## src/fos_pkg.sv

```systemverilog
// fail output signalling: shared constants and mode codes
// assumes a 50 MHz system clock
package fos_pkg;
    localparam int CLK_MHZ = 50;
    // blink period 800 ms (1.25 Hz), half of it per phase
    localparam int BLINK_PERIOD_US = 800000;
    localparam int BLINK_HALF_CYC = BLINK_PERIOD_US * CLK_MHZ / 2;
    // pwm period 10 ms (100 Hz)
    localparam int PWM_PERIOD_US = 10000;
    localparam int PWM_PERIOD_CYC = PWM_PERIOD_US * CLK_MHZ;
    // strap input filter 64 us
    localparam int STRAP_FILT_US = 64;
    localparam int STRAP_FILT_CYC = STRAP_FILT_US * CLK_MHZ;
    localparam logic [1:0] MODE_NORMAL = 2'h0;
    localparam logic [1:0] MODE_STOP = 2'h1;
    localparam logic [1:0] MODE_SLEEP = 2'h2;
    localparam logic [1:0] MODE_FAILSAFE = 2'h3;
    localparam logic [1:0] CFG_ONE = 2'h0;
    localparam logic [1:0] CFG_TWO = 2'h1;
    localparam logic [1:0] PIN_FO = 2'h0;
    localparam logic [1:0] PIN_WAKE = 2'h1;
    localparam logic [1:0] PIN_LS = 2'h2;
    localparam logic [1:0] PIN_HS = 2'h3;
    localparam logic [1:0] DUTY_20 = 2'h0;
    localparam logic [1:0] DUTY_10 = 2'h1;
    localparam logic [1:0] DUTY_5 = 2'h2;
    localparam logic [1:0] WD_MAX_CFG2 = 2'h1;
    localparam logic [1:0] WD_MAX_OTHER = 2'h2;
    localparam logic [1:0] WD_THR_EARLY = 2'h1;
    localparam logic [1:0] WD_THR_LATE = 2'h2;
    localparam logic [2:0] UV_LIMIT = 3'h4;
    localparam logic STRAP_RST = 1'b1;
endpackage : fos_pkg

```

## src/fos_wave_if.sv

```systemverilog
// fail output signalling: waveform request and result between top and generator
// assumes both ends on the same clock
`timescale 1ns/1ps
`default_nettype none
interface fos_wave_if;
    logic active;
    logic [1:0] duty;
    logic blink_low;
    logic pwm_low;
    modport gen(input active, input duty, output blink_low, output pwm_low);
    modport ctl(output active, output duty, input blink_low, input pwm_low);
endinterface : fos_wave_if
`default_nettype wire

```

## src/fos_wave_gen.sv

```systemverilog
// fail output signalling: blink and pwm waveform counters
// assumes active is registered; counters restart whenever it drops
`timescale 1ns/1ps
`default_nettype none
module fos_wave_gen
    import fos_pkg::*;
#(
    parameter int BLINK_HALF = BLINK_HALF_CYC,
    parameter int PWM_PERIOD = PWM_PERIOD_CYC
) (
    input wire logic clk,
    input wire logic rst_b,
    fos_wave_if.gen w
);
    localparam int BW = $clog2(BLINK_HALF + 1);
    localparam int PW = $clog2(PWM_PERIOD + 1);

    function automatic logic [PW-1:0] on_cycles(input logic [1:0] sel);
        case (sel)
            DUTY_20: on_cycles = PW'(PWM_PERIOD / 5);
            DUTY_10: on_cycles = PW'(PWM_PERIOD / 10);
            DUTY_5: on_cycles = PW'(PWM_PERIOD / 20);
            default: on_cycles = PW'(PWM_PERIOD / 40);
        endcase
    endfunction : on_cycles

    logic [BW-1:0] blink_cnt, next_blink_cnt;
    logic [PW-1:0] pwm_cnt, next_pwm_cnt;
    logic phase, next_phase;

    // restart from zero keeps all three pins starting low together
    always_comb begin
        next_blink_cnt = '0;
        next_phase = 1'b0;
        next_pwm_cnt = '0;
        if (w.active) begin
            next_phase = phase;
            next_blink_cnt = blink_cnt + 1'b1;
            if (blink_cnt == BW'(BLINK_HALF - 1)) begin
                next_blink_cnt = '0;
                next_phase = ~phase;
            end
            next_pwm_cnt = pwm_cnt + 1'b1;
            if (pwm_cnt == PW'(PWM_PERIOD - 1)) begin
                next_pwm_cnt = '0;
            end
        end
    end

    always_ff @(posedge clk or negedge rst_b) begin
        if (!rst_b) begin
            blink_cnt <= '0;
            phase <= 1'b0;
            pwm_cnt <= '0;
        end else begin
            blink_cnt <= next_blink_cnt;
            phase <= next_phase;
            pwm_cnt <= next_pwm_cnt;
        end
    end

    assign w.blink_low = w.active & ~phase;
    assign w.pwm_low = w.active & (pwm_cnt < on_cycles(w.duty));
endmodule : fos_wave_gen
`default_nettype wire

```

## src/fos_strap_filt.sv

```systemverilog
// fail output signalling: strap level filter
// assumes raw input already synchronous to clk
`timescale 1ns/1ps
`default_nettype none
module fos_strap_filt
    import fos_pkg::*;
#(
    parameter int FILT_CYC = STRAP_FILT_CYC
) (
    input wire logic clk,
    input wire logic rst_b,
    input wire logic raw,
    output logic level
);
    localparam int CW = $clog2(FILT_CYC + 1);
    logic [CW-1:0] cnt, next_cnt;
    logic next_level;

    // a level must stand the whole filter time before it is taken
    always_comb begin
        next_cnt = '0;
        next_level = level;
        if (raw != level) begin
            next_cnt = cnt + 1'b1;
            if (cnt == CW'(FILT_CYC - 1)) begin
                next_cnt = '0;
                next_level = raw;
            end
        end
    end

    always_ff @(posedge clk or negedge rst_b) begin
        if (!rst_b) begin
            cnt <= '0;
            level <= STRAP_RST;
        end else begin
            cnt <= next_cnt;
            level <= next_level;
        end
    end
endmodule : fos_strap_filt
`default_nettype wire

```

## src/fos_top.sv

```systemverilog
// fail output signalling: fault latch, watchdog error count, pin drivers, gpio
// assumes mode, watchdog and supervision events come from outside as pulses
`timescale 1ns/1ps
`default_nettype none
module fos_top
    import fos_pkg::*;
#(
    parameter int BLINK_HALF = BLINK_HALF_CYC,
    parameter int PWM_PERIOD = PWM_PERIOD_CYC
) (
    input wire logic clk,
    input wire logic rst_b,
    input wire logic [1:0] sbc_mode,
    input wire logic [1:0] strap_cfg,
    input wire logic wd_trig_fail,
    input wire logic wd_trig_ok,
    input wire logic wd_off_in_stop,
    input wire logic wd_failsafe_en,
    input wire logic thermal_shutdown_level_two,
    input wire logic regulator_short,
    input wire logic regulator_overvoltage,
    input wire logic regulator_overvoltage_reset_en,
    input wire logic undervoltage_event,
    input wire logic undervoltage_run_clear,
    input wire logic force_fail_pins_bit,
    input wire logic [1:0] pwm_duty_select,
    input wire logic failure_flag_clear,
    input wire logic [1:0] blink_pin_func,
    input wire logic [1:0] pwm_pin_func,
    input wire logic [1:0] switch_on,
    input wire logic [1:0] wake_event_clear,
    input wire logic static_fail_pin_in,
    output logic static_fail_pin_out,
    output logic static_fail_pin_oe,
    input wire logic blink_fail_pin_in,
    output logic blink_fail_pin_out,
    output logic blink_fail_pin_oe,
    input wire logic pwm_fail_strap_pin_in,
    output logic pwm_fail_strap_pin_out,
    output logic pwm_fail_strap_pin_oe,
    output logic failure_flag,
    output logic fail_active,
    output logic failsafe_request,
    output logic [1:0] watchdog_error_count,
    output logic [1:0] wake_event_status_two,
    output logic [1:0] wake_level_status,
    output logic strap_level
);
    // returns {out, oe}; fail function pulls low only, switches follow enable
    function automatic logic [1:0] pin_drive(input logic [1:0] func,
                                             input logic fo_low,
                                             input logic sw);
        case (func)
            PIN_FO: pin_drive = {1'b0, fo_low};
            PIN_LS: pin_drive = {1'b0, sw};
            PIN_HS: pin_drive = {1'b1, sw};
            default: pin_drive = 2'b00;
        endcase
    endfunction : pin_drive

    fos_wave_if wave ();

    logic [1:0] mode_d, next_mode_d;
    logic cond_d, next_cond_d;
    logic [2:0] uv_cnt, next_uv_cnt;
    logic wd_caused, next_wd_caused;
    logic latched, next_latched;
    logic [1:0] next_count;
    logic next_flag, next_active, next_failsafe;
    logic nonwd_cond, nonwd_evt, uv_hit, sleep_entry, wd_clear, release_ok;
    logic watchdog_error_count_evt, wd_flag_evt;
    logic [1:0] wd_max, wd_thr, wd_inc;
    logic cfg_early;

    assign cfg_early = (strap_cfg == CFG_ONE) || (strap_cfg == CFG_TWO);

    always_comb begin
        nonwd_cond = thermal_shutdown_level_two | regulator_short
                   | (regulator_overvoltage & regulator_overvoltage_reset_en);
        uv_hit = undervoltage_event && (uv_cnt == UV_LIMIT - 3'h1);
        nonwd_evt = (nonwd_cond & ~cond_d) | uv_hit;
        wd_max = (strap_cfg == CFG_TWO) ? WD_MAX_CFG2 : WD_MAX_OTHER;
        wd_thr = cfg_early ? WD_THR_EARLY : WD_THR_LATE;
        wd_inc = (watchdog_error_count < wd_max) ? watchdog_error_count + 2'h1
                                                  : watchdog_error_count;
        watchdog_error_count_evt = wd_trig_fail && (wd_inc >= wd_thr);
        // configuration two: the first failure drives pins but not the flag
        wd_flag_evt = watchdog_error_count_evt
                    && !(strap_cfg == CFG_TWO && watchdog_error_count == 2'h0);
        sleep_entry = (sbc_mode == MODE_SLEEP) && (mode_d != MODE_SLEEP);
        wd_clear = wd_trig_ok | sleep_entry | nonwd_evt | wd_off_in_stop;
        // a new failure in the same cycle as a clear is kept
        next_count = wd_trig_fail ? wd_inc : (wd_clear ? 2'h0 : watchdog_error_count);
        next_uv_cnt = uv_cnt;
        if (undervoltage_event) begin
            next_uv_cnt = uv_hit ? 3'h0 : uv_cnt + 3'h1;
        end else if (undervoltage_run_clear) begin
            next_uv_cnt = 3'h0;
        end
        next_wd_caused = watchdog_error_count_evt | (wd_caused & (next_count != 2'h0));
        release_ok = (sbc_mode == MODE_NORMAL) && !nonwd_cond && !failure_flag
                   && !wd_caused;
        next_latched = nonwd_cond | nonwd_evt | watchdog_error_count_evt | (latched & ~release_ok);
        next_flag = nonwd_cond | uv_hit | wd_flag_evt
                  | (failure_flag & ~failure_flag_clear);
        next_failsafe = nonwd_evt | (watchdog_error_count_evt & wd_failsafe_en);
        next_active = next_latched | force_fail_pins_bit
                    | (sbc_mode == MODE_FAILSAFE);
        next_mode_d = sbc_mode;
        next_cond_d = nonwd_cond;
    end

    always_ff @(posedge clk or negedge rst_b) begin
        if (!rst_b) begin
            mode_d <= MODE_NORMAL;
            cond_d <= 1'b0;
            uv_cnt <= 3'h0;
            wd_caused <= 1'b0;
            latched <= 1'b0;
            watchdog_error_count <= 2'h0;
            failure_flag <= 1'b0;
            fail_active <= 1'b0;
            failsafe_request <= 1'b0;
        end else begin
            mode_d <= next_mode_d;
            cond_d <= next_cond_d;
            uv_cnt <= next_uv_cnt;
            wd_caused <= next_wd_caused;
            latched <= next_latched;
            watchdog_error_count <= next_count;
            failure_flag <= next_flag;
            fail_active <= next_active;
            failsafe_request <= next_failsafe;
        end
    end

    assign wave.active = fail_active;
    assign wave.duty = pwm_duty_select;

    fos_wave_gen #(
        .BLINK_HALF(BLINK_HALF),
        .PWM_PERIOD(PWM_PERIOD)
    ) u_wave (
        .clk(clk),
        .rst_b(rst_b),
        .w(wave.gen)
    );

    fos_strap_filt #(
        .FILT_CYC(STRAP_FILT_CYC)
    ) u_strap (
        .clk(clk),
        .rst_b(rst_b),
        .raw(pwm_fail_strap_pin_in),
        .level(strap_level)
    );

    // gpio side: index 0 is the blink pin, index 1 the pwm/strap pin
    logic [1:0][1:0] gp_func;
    logic [1:0] gp_in, gp_d, next_gp_d, fo_low, sw_hold, next_sw_hold;
    logic [1:0] next_wake, next_lvl, next_pin_out, next_pin_oe, pin_out, pin_oe;
    logic next_static_oe;
    logic [1:0] drv;
    logic live_mode, wake_mode, sw_mode;

    assign gp_func = {pwm_pin_func, blink_pin_func};
    assign gp_in = {pwm_fail_strap_pin_in, blink_fail_pin_in};
    assign fo_low = {wave.pwm_low, wave.blink_low};

    always_comb begin
        live_mode = (sbc_mode == MODE_NORMAL) || (sbc_mode == MODE_STOP);
        wake_mode = (sbc_mode != MODE_FAILSAFE);
        sw_mode = live_mode;
        // switch setting frozen when leaving normal mode
        next_sw_hold = (sbc_mode == MODE_NORMAL) ? switch_on : sw_hold;
        next_gp_d = gp_in;
        next_static_oe = fail_active;
        next_wake = wake_event_status_two;
        next_lvl = wake_level_status;
        next_pin_out = 2'b00;
        next_pin_oe = 2'b00;
        drv = 2'b00;
        for (int i = 0; i < 2; i++) begin
            drv = pin_drive(gp_func[i], fo_low[i], next_sw_hold[i] & sw_mode);
            next_pin_out[i] = drv[1];
            next_pin_oe[i] = drv[0];
            // set wins over a software clear in the same cycle
            next_wake[i] = ((gp_func[i] == PIN_WAKE) && wake_mode && (gp_in[i] != gp_d[i]))
                         | (wake_event_status_two[i] & ~wake_event_clear[i]);
            if (live_mode) begin
                next_lvl[i] = (gp_func[i] != PIN_FO) ? gp_in[i] : 1'b0;
            end
        end
        if (live_mode && gp_func[1] == PIN_FO) begin
            next_lvl[1] = strap_level;
        end
    end

    always_ff @(posedge clk or negedge rst_b) begin
        if (!rst_b) begin
            sw_hold <= 2'b00;
            // idle pin level is high, so a wake pin sees no false edge after reset
            gp_d <= 2'b11;
            wake_event_status_two <= 2'b00;
            wake_level_status <= 2'b00;
            pin_out <= 2'b00;
            pin_oe <= 2'b00;
            static_fail_pin_oe <= 1'b0;
        end else begin
            sw_hold <= next_sw_hold;
            gp_d <= next_gp_d;
            wake_event_status_two <= next_wake;
            wake_level_status <= next_lvl;
            pin_out <= next_pin_out;
            pin_oe <= next_pin_oe;
            static_fail_pin_oe <= next_static_oe;
        end
    end

    // open drain: the static pin only ever pulls low, blink and pwm pins drive high only as high-side switches; released when oe drops
    assign static_fail_pin_out = 1'b0;
    assign blink_fail_pin_out = pin_out[0];
    assign blink_fail_pin_oe = pin_oe[0];
    assign pwm_fail_strap_pin_out = pin_out[1];
    assign pwm_fail_strap_pin_oe = pin_oe[1];
endmodule : fos_top
`default_nettype wire

```

## config.mk

```make
export PLATFORM = sky130hd
export DESIGN_NAME = fos_top
export DESIGN_NICKNAME = d
export VERILOG_FILES = /design/src/fos_pkg.sv /design/src/fos_wave_if.sv /design/src/fos_wave_gen.sv /design/src/fos_strap_filt.sv /design/src/fos_top.sv
export SDC_FILE = /design/constraint.sdc
export NUM_CORES = 1
export LEC_CHECK = 0
export ABC_CLOCK_PERIOD_IN_PS = 2770
export CAP_MARGIN = 0
export CORE_MARGIN = 8
export CORE_UTILIZATION = 52
export CTS_BUF_LIST = sky130_fd_sc_hd__clkbuf_4 sky130_fd_sc_hd__clkbuf_8
export CTS_CLUSTER_DIAMETER = 120
export DETAILED_ROUTE_END_ITERATION = 8
export DONT_BUFFER_PORTS = 1
export GPL_ROUTABILITY_DRIVEN = 0
export PLACE_DENSITY = 0.68
export SLEW_MARGIN = 25
export SYNTH_ARGS = -nofsm -noshare
export SYNTH_HDL_FRONTEND = slang
export SYNTH_SLANG_ARGS = --single-unit
```

## constraint.sdc

```tcl
create_clock -name clk -period 2.77 [get_ports clk]
set_clock_uncertainty 0.2 [all_clocks]
set_input_delay 0.6925 -clock clk [delete_from_list [all_inputs] [get_ports clk]]
set_output_delay 0.6925 -clock clk [all_outputs]
set_load 0.03 [all_outputs]
```

Word level (Yosys, flattened, before mapping):

Index checks and enable logic that the tools add are counted.

* register bits: 84
* output and inout port bits: 16
* logic and storage cells: 143

* add/subtract/negate cells: 5
* magnitude comparators: 3
* eq/ne operators: 22
* multiplexer cells: 24
* bitwise operators: 36
* reduce and logical (&&, ||, !) cells: 31

Operator list (number)
* 17-bit one-hot mux with 3 select lines: 1
* 25-bit 2-to-1 mux: 2
* 19-bit 2-to-1 mux: 2
* 25-bit by 1-bit adder with 25-bit output, second input constant: 1
* 25-bit == test, second input constant: 1
* 12-bit 2-to-1 mux: 2
* 19-bit by 1-bit adder with 19-bit output, second input constant: 1
* 19-bit == test, second input constant: 1
* 19-bit by 17-bit < comparator with 1-bit output: 1
* 1-bit OR: 18
* 2-bit == test, second input constant: 7
* 1-bit logical AND: 13
* 12-bit by 1-bit adder with 12-bit output, second input constant: 1
* 1-bit AND: 12
* 12-bit == test, second input constant: 1
* 2-bit logical NOT: 6
* 2-bit 2-to-1 mux: 6
* 2-bit one-hot mux with 3 select lines: 2
* 2-bit by 1-bit == test with 1-bit output, second input constant: 5
* 2-bit nonzero test: 5
* 3-bit 2-to-1 mux: 3
* 1-bit 2-to-1 mux: 6
* 1-bit NOT: 6
* 1-bit logical NOT: 4
* 10 further kinds: 14

Longest topological paths before layout:

Gate-level depths: netlist (run 1).

* depth in word-level cells: 11
* gate-level depth with buffers: 11
* gate-level depth less buffers: 11

Hierarchy:

A second synthesis (run 1) with hierarchy kept.

* cells, all modules: 453
* area total of the unflattened synthesis: 4594.4 um^2

Modules (own cells, without submodules)
* fos_wave_gen: instances 1, cells each 287, area each 2707.6 um^2, seq. area each 1126.1 um^2
* fos_top: instances 1, cells each 105, area each 1221.2 um^2, seq. area each 653.1 um^2
* fos_strap_filt: instances 1, cells each 61, area each 665.6 um^2, seq. area each 326.6 um^2

Worst setup path before layout (run 1):

OpenSTA, ideal clock, no wires.

* kind: in2reg
* from: in strap_cfg[0]
* to: reg fail_active
* setup time: 0.136 ns
* arrival: 2.896 ns
* slack: -0.463 ns
* cell stages on the path: 10
* path buffers: 0
* cells stage by stage: nor2b_1 ha_1 nor2_1 a21oi_1 mux2_2 ha_1 a21boi_0 o21ai_0 nand4_1 or3b_2

* longest elaborated chain between the ends: 10
* elaborated cells between the ends (all ways): 13
* those cells by class: order compare (2); eq/ne (1); mux (3); bitwise (4); reduce/logical (3)

RTL lines
* from (decl): line fos_top.sv:14 `input wire logic [1:0] strap_cfg,`
* 2-bit by 1-bit == test with 1-bit output: line fos_top.sv:75, fos_top.sv:82
* 2-bit 2-to-1 mux: line fos_top.sv:82 `wd_max = (strap_cfg == CFG_TWO) ? WD_MAX_CFG2 : WD_MAX_OTHER;`
* 2-bit < comparator: line fos_top.sv:84 `wd_inc = (watchdog_error_count < wd_max) ? watchdog_error_count + 2'h1`
* 2-bit 2-to-1 mux: line fos_top.sv:84
* 2-bit >= comparator *: line fos_top.sv:86 `watchdog_error_count_evt = wd_trig_fail && (wd_inc >= wd_thr);`
* 1-bit logical AND *: line fos_top.sv:86
* 1-bit OR * (2 in a row): line fos_top.sv:103 `next_latched = nonwd_cond | nonwd_evt | watchdog_error_count_evt | (latched & ~release_ok);`
* net next_latched: line fos_top.sv:67 `logic latched, next_latched;`
* 1-bit OR *: line fos_top.sv:107 `next_active = next_latched | force_fail_pins_bit`
* 1-bit OR *: line fos_top.sv:108 `| (sbc_mode == MODE_FAILSAFE);`
* net next_active: line fos_top.sv:69 `logic next_flag, next_active, next_failsafe;`
* to (signal assigned): line fos_top.sv:132 `fail_active <= next_active;`
* to (decl): line fos_top.sv:42 `output logic fail_active,`

Mark *: on every way through the listed nets, which the timed path passes. The rest lies on a longest branch.
A chain may end at the register's enable or synchronous reset.

Final worst setup path (run 1):

* from: reg watchdog_error_count[1]
* to: reg fail_active

* longest elaborated chain between the ends: 8
* elaborated cells between the ends (all ways): 9
* those cells by class: add/sub (1); order compare (2); mux (1); bitwise (4); reduce/logical (1)

RTL lines
* from (decl): line fos_top.sv:44 `output logic [1:0] watchdog_error_count,`
* from (signal assigned): line fos_top.sv:130 `watchdog_error_count <= next_count;`
* 2-bit by 1-bit adder with 2-bit output / 2-bit < comparator (equally long branches): line fos_top.sv:84
* 2-bit 2-to-1 mux *: line fos_top.sv:84
* 2-bit >= comparator *: line fos_top.sv:86
* 1-bit logical AND *: line fos_top.sv:86
* 1-bit OR * (2 in a row): line fos_top.sv:103
* net next_latched: line fos_top.sv:67
* 1-bit OR *: line fos_top.sv:107
* 1-bit OR *: line fos_top.sv:108
* net next_active: line fos_top.sv:69

Marks and branches as above.

==> out/qor.csv, run 1 <==
metric;value;unit
Max-slew headroom;49.9;%
Finished Layout Cells;561;
Cells after Synth;442;
drt wl/cell;15.7;um
crit path max fanout;5;
synth unique cells;51;
status;finished with violations;
1st-pass router iterations;4;
dpl hpwl;6.37;mm
n_diodes;0;
Overflow after GRT;0;
die height;108;um
Core Footprint;0.00822;mm^2
CTS Buf Count;9;
synthesized cell area;0.00440;mm^2
CP Launch Type;register;
Post-synth ARST share;100;%
Synthesized Nets;500;
Routed Antenna Nets;0;
fraction of layout cells with a size suffix above 1;10.3;%
Port Buffers;0;
Clock Sinks;84;
Top Ports;47;
H-Tree Depth;3;
total number of vias;3166;
Switching Fraction;33.1;%
Worst R2R End;fail_active$_DFF_PN0_;
CTS Buffer Depth;2;
DP Worst Slack;-0.255;ns
TNS Setup;0;ns
worst setup margin;0.107;ns
arrival time worst endpoint;2.71;ns
worst skew pair latency;0.36;ns
Setup violations, final;0;
CP Class;register to register;
Setup crit end kind;register;
fin crit period;2.66;ns
Hold Fails Final Rpt;84;
filler cell count;714;
multi-input logic area;0.00219;mm^2
register area share after synthesis;47.9;%
GRT Overall Usage;15.9;%
FF/Latch Area;0.00211;mm^2
first-pass GRT wire length;15.0;mm
Area Overhead vs Synth;8.57;%
dominant synthesized flop cell;dfrtp_1;
placed cell count;544;
largest net degree at the start of global routing;85;
CTS tree;done;
sequential share of power;51.2;%
Syn. warnings;0;
Leakage;0.00215;uW
DRT Wirelength;8.78;mm
die area;0.0117;mm^2
internal power;2070;uW
DRC viols;0;
max-cap violations;0;
root buf cell;clkbuf_8;
Initial Util;53.5;%
violated checks;hold timing;
Clock Pin Slew Worst Setup and Hold Paths;0.10;ns
Hold WS;-0.183;ns
Hold Crit Class;input port to asynchronous set/reset pin;
Yosys reg bits;84;
register-to-register setup slack;0.11;ns
Final Max Tran Viols;0;
RSZ-0062 raised after global routing;false;
initial antenna violation count;0;
vias in the first global route;3147;
nets;509;
Slew @ Worst Pin;0.751;ns
Critical R2R Launch;watchdog_error_count[1]$_DFF_PN0_;
EDFF count, synth;0;
Worst VDD drop;0.338;mV
fmax;0.375;GHz
fin util;58.1;%
pwr/cell area;649;mW/mm^2
die width;108;um
Core Rows;33;
mean area per synthesized cell;9.95;um^2
combinational power share;22.5;%
worst path required time;2.81;ns
routed vias/inst;5.64;
Psw;1030;uW
Final Cycle Share;96.1;%
DRT iter0 DRCs;109;
Worst Reg-to-Reg Cells;9;
Clk pwr share;26.3;%
-- sequential cells by signal (all words and copies together), names as in the netlist, 2 cells and up --
| name | cells |
|---|---|
| uv_cnt | 3 |
| mode_d | 2 |
| pin_oe | 2 |
| u_wave.pwm_cnt | 19 |
| gp_d | 2 |
| u_wave.blink_cnt | 25 |
| pin_out | 2 |
| sw_hold | 2 |
| u_strap.cnt | 12 |
| wake_event_status_two | 2 |
| wake_level_status | 2 |
| watchdog_error_count | 2 |
-- stage by stage --
stage               total power, uW  area (um^2)
floorplan                      2120         4450
global placement               2250         4580
detailed placement             2300         4580
CTS                            3120         4760
global route                   3310         4770
finish                         3100         4770
-- critical path, stage by stage, from the launching register on --
cell and delay, ns:
dfrtp_2 0.46, ha_4 0.30, nor2_4 0.04, a21oi_2 0.14
mux2_4 0.34, ha_4 0.21, a21boi_2 0.16, o21ai_2 0.16
nand4_1 0.14, or3b_4 0.41
-- worst max-delay path by stage --
stage / start / to / depth (start not counted)
floorplan: strap_cfg[0] / fail_active$_DFF_PN0_ / 10
global placement: strap_cfg[0] / fail_active$_DFF_PN0_ / 10
detailed placement: strap_cfg[0] / fail_active$_DFF_PN0_ / 10
CTS: watchdog_error_count[1]$_DFF_PN0_ / fail_active$_DFF_PN0_ / 9
global route: watchdog_error_count[1]$_DFF_PN0_ / fail_active$_DFF_PN0_ / 9
finish: watchdog_error_count[1]$_DFF_PN0_ / fail_active$_DFF_PN0_ / 9
-- cell usage after synthesis, types with 2 or more instances --
| cell | n | area share (%) |
|---|---|---|
| nor4b_1 | 3 | 0.60 |
| a21o_1 | 3 | 0.51 |
| xnor2_1 | 28 | 5.6 |
| dfrtp_1 | 81 | 46 |
| or4_1 | 2 | 0.34 |
| and4_1 | 5 | 1.0 |
| nor4_1 | 7 | 1.0 |
| nand2_1 | 28 | 2.4 |
| inv_1 | 27 | 2.3 |
| a211oi_1 | 3 | 0.51 |
| o41ai_1 | 2 | 0.40 |
| nand4_1 | 12 | 1.7 |
| nor2b_1 | 2 | 0.28 |
| nand3b_1 | 2 | 0.34 |
| or3_1 | 3 | 0.43 |
| mux2_2 | 4 | 1.0 |
| and3_1 | 8 | 1.1 |
| nor2_1 | 65 | 5.5 |
| xor2_1 | 24 | 4.8 |
| nand4b_1 | 4 | 0.80 |
| and2_1 | 7 | 1.0 |
| nand2b_1 | 4 | 0.57 |
| a41oi_1 | 2 | 0.40 |
| or2_2 | 2 | 0.28 |
| mux2i_1 | 3 | 0.68 |
| ha_1 | 27 | 7.7 |
| buf_6 | 2 | 0.51 |
| o21ai_0 | 13 | 1.5 |
| nand3_1 | 21 | 2.4 |
| a21oi_1 | 8 | 0.91 |
| o211ai_1 | 2 | 0.34 |
| dfstp_2 | 3 | 1.8 |
| clkbuf_1 | 6 | 0.51 |
| nor3_1 | 12 | 1.4 |
-- power by group through the flow --
stage | registers, uW | logic (uW) | clock network, uW
2_1_floorplan | 1580 | 539 | 0
3_3_place_gp | 1600 | 653 | 0
3_5_place_dp | 1610 | 691 | 0
4_1_cts | 1580 | 696 | 840
5_1_grt | 1610 | 795 | 900
6_report | 1590 | 697 | 815
-- per-layer routing --
layer  vias up  global-route usage (%)  part of all wire, %
met5         -                       0                    0
met4         0                    5.25                  1.6
met3        13                    3.69                  4.9
met2        67                    26.4                   49
met1      1550                    20.1                   45
li1       1536                       -                    -
-- cells by family (layout without fill, tap and decap cells) --
group / after synthesis / in the layout / synth area share (%)
other: 1 / 1 / 0.0853
muxes: 7 / 7 / 1.71
and+or+nand+nor: 192 / 192 / 22.3
buffers and inverters: 37 / 51 / 3.61
xor gates and xnor gates: 52 / 52 / 10.4
DFF: 84 / 84 / 47.9
AOI/OAI and AO/OA: 42 / 42 / 6.35
adders and majority gates: 27 / 27 / 7.68
-- timing repair --
item                                    CTS  global route
setup buffers                             0             1
endpoints found under the setup margin    0             1
resized for setup                         0             2
hold endpoints to repair                 84            84
-- cell usage in the layout, fill, tap and decap left out, drive strengths merged, types with 2 or more instances in the layout --
cell,count
dfrtp,81
nor2,65
inv,31
xnor2,28
nand2,28
ha,27
xor2,24
nand3,21
o21ai,13
nand4,12
nor3,12
clkbuf,9
and3,8
buf,8
nor4,8
a21oi,8
and2,7
and4,5
nand2b,5
nand4b,4
mux2,4
mux2i,3
nor4b,3
or3,3
a211oi,3
a21o,3
dfstp,3
nand3b,2
or2,2
or4,2
o41ai,2
o211ai,2
a41oi,2
clkinv,2
nor2b,2
-- area by class of cell --
| cell class | count | area share, % |
|---|---|---|
| inverters | 27 | 2.12 |
| clock inverters | 7 | 1.21 |
| well taps | 105 | 2.75 |
| flip-flops and latches | 84 | 44.1 |
| clock buffers | 9 | 2.60 |
| multi-input cells | 321 | 45.9 |
| repair buffers | 8 | 1.26 |
Power figures use the tool's default switching activity.
==> inputs of run 2 (changes only) <==
--- a/config.mk
+++ b/config.mk
@@ -7,6 +7,7 @@
 export LEC_CHECK = 0
 export ABC_CLOCK_PERIOD_IN_PS = 2770
 export CAP_MARGIN = 0
+export CORE_ASPECT_RATIO = 0.8
 export CORE_MARGIN = 8
 export CORE_UTILIZATION = 52
 export CTS_BUF_LIST = sky130_fd_sc_hd__clkbuf_4 sky130_fd_sc_hd__clkbuf_8
@@ -14,6 +15,7 @@
 export DETAILED_ROUTE_END_ITERATION = 8
 export DONT_BUFFER_PORTS = 1
 export GPL_ROUTABILITY_DRIVEN = 0
+export MAX_ROUTING_LAYER = met4
 export PLACE_DENSITY = 0.68
 export SLEW_MARGIN = 25
 export SYNTH_ARGS = -nofsm -noshare
==> run 2 against run 1 <==
  * The run still ends with hold timing left
  * Cell count grew 1.4%
  * Sequential power is essentially flat
  * Sequential cell count is the same
  * Via count shrank 2.2%
  * Routed wire length shrank 1.9%
  * Worst hold slack gained 0.0033 ns
  * Cell area grew 0.52%
  * Largest power group unchanged
  * Critical endpoint unchanged
  * Non-clock buffer count grew 1
  * Clock power grew 6.7%
  * Power grew 2.0%
  * Sequential share of layout area shrank 0.26 points
==> out/qor.csv, run 2 (synthesis gave the netlist of run 1 again) <==
metric;value;unit
status;finished with violations;
violated checks;hold timing;
Slew @ Worst Pin;0.738;ns
Top Ports;47;
worst path required time;2.81;ns
Overflow after GRT;0;
routed vias/inst;5.44;
DRT Wirelength;8.62;mm
Initial Util;52.8;%
most frequent cells in the layout;81 x dfrtp_1, 63 x nor2_1, 28 x xnor2_1, 28 x nand2_1, 27 x inv_1;
Routed Antenna Nets;0;
drt wl/cell;15.1;um
PostCTS Resize Cnt;0;
register-to-register setup slack;0.15;ns
commonest non-fill, non-tap cell in the layout;dfrtp_1;
Placed Area;0.00460;mm^2
Worst R2R End;fail_active$_DFF_PN0_;
Finished Layout Cells;569;
Critical R2R Launch;watchdog_error_count[1]$_DFF_PN0_;
initial antenna violation count;0;
Setup violations, final;0;
fraction of layout cells with a size suffix above 1;10.1;%
DP Worst Slack;-0.219;ns
DRC viols;0;
Regs by FF count;u_wave.blink_cnt: 25 flops, u_wave.pwm_cnt: 19 flops, u_strap.cnt: 12 flops;
FF/Latch Area;0.00211;mm^2
die height;98.2;um
Final Max Tran Viols;0;
worst skew pair latency;0.35;ns
H-Tree Depth;3;
CTS Buffer Depth;2;
1st-pass router iterations;4;
filler cell count;728;
Setup crit end kind;register;
CTS tree;done;
Core Rows;30;
pwr/cell area;658;mW/mm^2
arrival time worst endpoint;2.66;ns
die width;119;um
fmax;0.382;GHz
Leakage;0.00216;uW
Worst VDD drop;0.324;mV
die area;0.0117;mm^2
placed cell count;553;
Hold Fails Final Rpt;82;
Area Overhead vs Synth;9.13;%
first-pass GRT wire length;14.9;mm
nets;510;
Port Buffers;0;
largest net degree at the start of global routing;85;
DRT iter0 DRCs;227;
Worst Reg-to-Reg Cells;9;
multi-input logic area;0.00219;mm^2
GRT Overall Usage;16.0;%
Final Cycle Share;94.5;%
postcts setup bufs;0;
max-cap violations;0;
CTS Buf Count;9;
post-route cell area;0.00480;mm^2
Core Footprint;0.00833;mm^2
crit path max fanout;4;
CP Launch Type;register;
Clock Pin Slew Worst Setup and Hold Paths;0.09;ns
CP Class;register to register;
Clock Sinks;84;
Hold Crit Class;input port to asynchronous set/reset pin;
n_diodes;0;
total number of vias;3097;
dpl hpwl;6.21;mm
Max-slew headroom;50.8;%
Hold WS;-0.180;ns
max FFs per register;25;
RSZ-0062 raised after global routing;false;
worst setup margin;0.151;ns
root buf cell;clkbuf_8;
vias in the first global route;3121;
largest reg by FF count;u_wave.blink_cnt;
fin crit period;2.62;ns
[run 2: cell count changes in the layout (fill, tap and decap cells not counted), sizes merged]
cell	previous run	this run
buf	8	9
inv	31	28
clkinvlp	1	2
bufinv	0	1
clkbuf	9	10
[run 2: power breakdown]
| group | leakage, uW | internal, uW | switching, uW |
|---|---|---|---|
| sequential | 0.00108 | 1380 | 199 |
| clock | 0.0000961 | 427 | 444 |
| combinational | 0.000983 | 358 | 350 |
| total | 0.00216 | 2170 | 993 |
[run 2: worst max-delay path, stage by stage (launching register included)]
cell and delay (ns):
dfrtp_1 0.40, buf_4 0.20, inv_1 0.06, ha_1 0.26
mux2_4 0.29, ha_4 0.21, a21boi_2 0.16, o21ai_1 0.18
nand4_1 0.14, or3b_4 0.40
[run 2: area by class of cell]
type | count | share of cell area [%]
sequential | 84 | 43.9
clock inverter | 6 | 1.33
tap | 112 | 2.92
multi-input combinational | 321 | 45.6
inverter | 27 | 2.11
timing repair buffer | 9 | 1.41
clock buffer | 10 | 2.74
[run 2: per-layer routing]
layer  global-route usage (%)  up-vias  wire length (um)  part of all wire (%)
met4                     5.92        0               136                   1.6
met3                     4.15       16               355                   4.1
met2                     24.8       54              4060                    47
met5                        -        -                 0                     0
met1                     19.6     1482              4060                    47
li1                         -     1545                 -                     -
[run 2: worst max-delay path by stage]
stage | start | end | slack [ns]
CTS | watchdog_error_count[1]$_DFF_PN0_ | fail_active$_DFF_PN0_ | 0.14
floorplan | strap_cfg[0] | fail_active$_DFF_PN0_ | -0.18
detailed placement | strap_cfg[0] | fail_active$_DFF_PN0_ | -0.22
global placement | strap_cfg[0] | fail_active$_DFF_PN0_ | -0.16
finish | watchdog_error_count[1]$_DFF_PN0_ | fail_active$_DFF_PN0_ | 0.15
global route | watchdog_error_count[1]$_DFF_PN0_ | fail_active$_DFF_PN0_ | 0.03
[run 2: stage by stage]
stage,utilization [%],hold slack [ns],TNS [ns],power (uW)
after floorplan,-,0.197,-0.176,2120
after global placement,55.2,0.200,-0.160,2270
after detailed placement,55.2,0.200,-0.243,2320
after CTS,57.6,-0.201,0,3200
after global routing,57.6,-0.211,0,3380
final,57.6,-0.180,0,3160
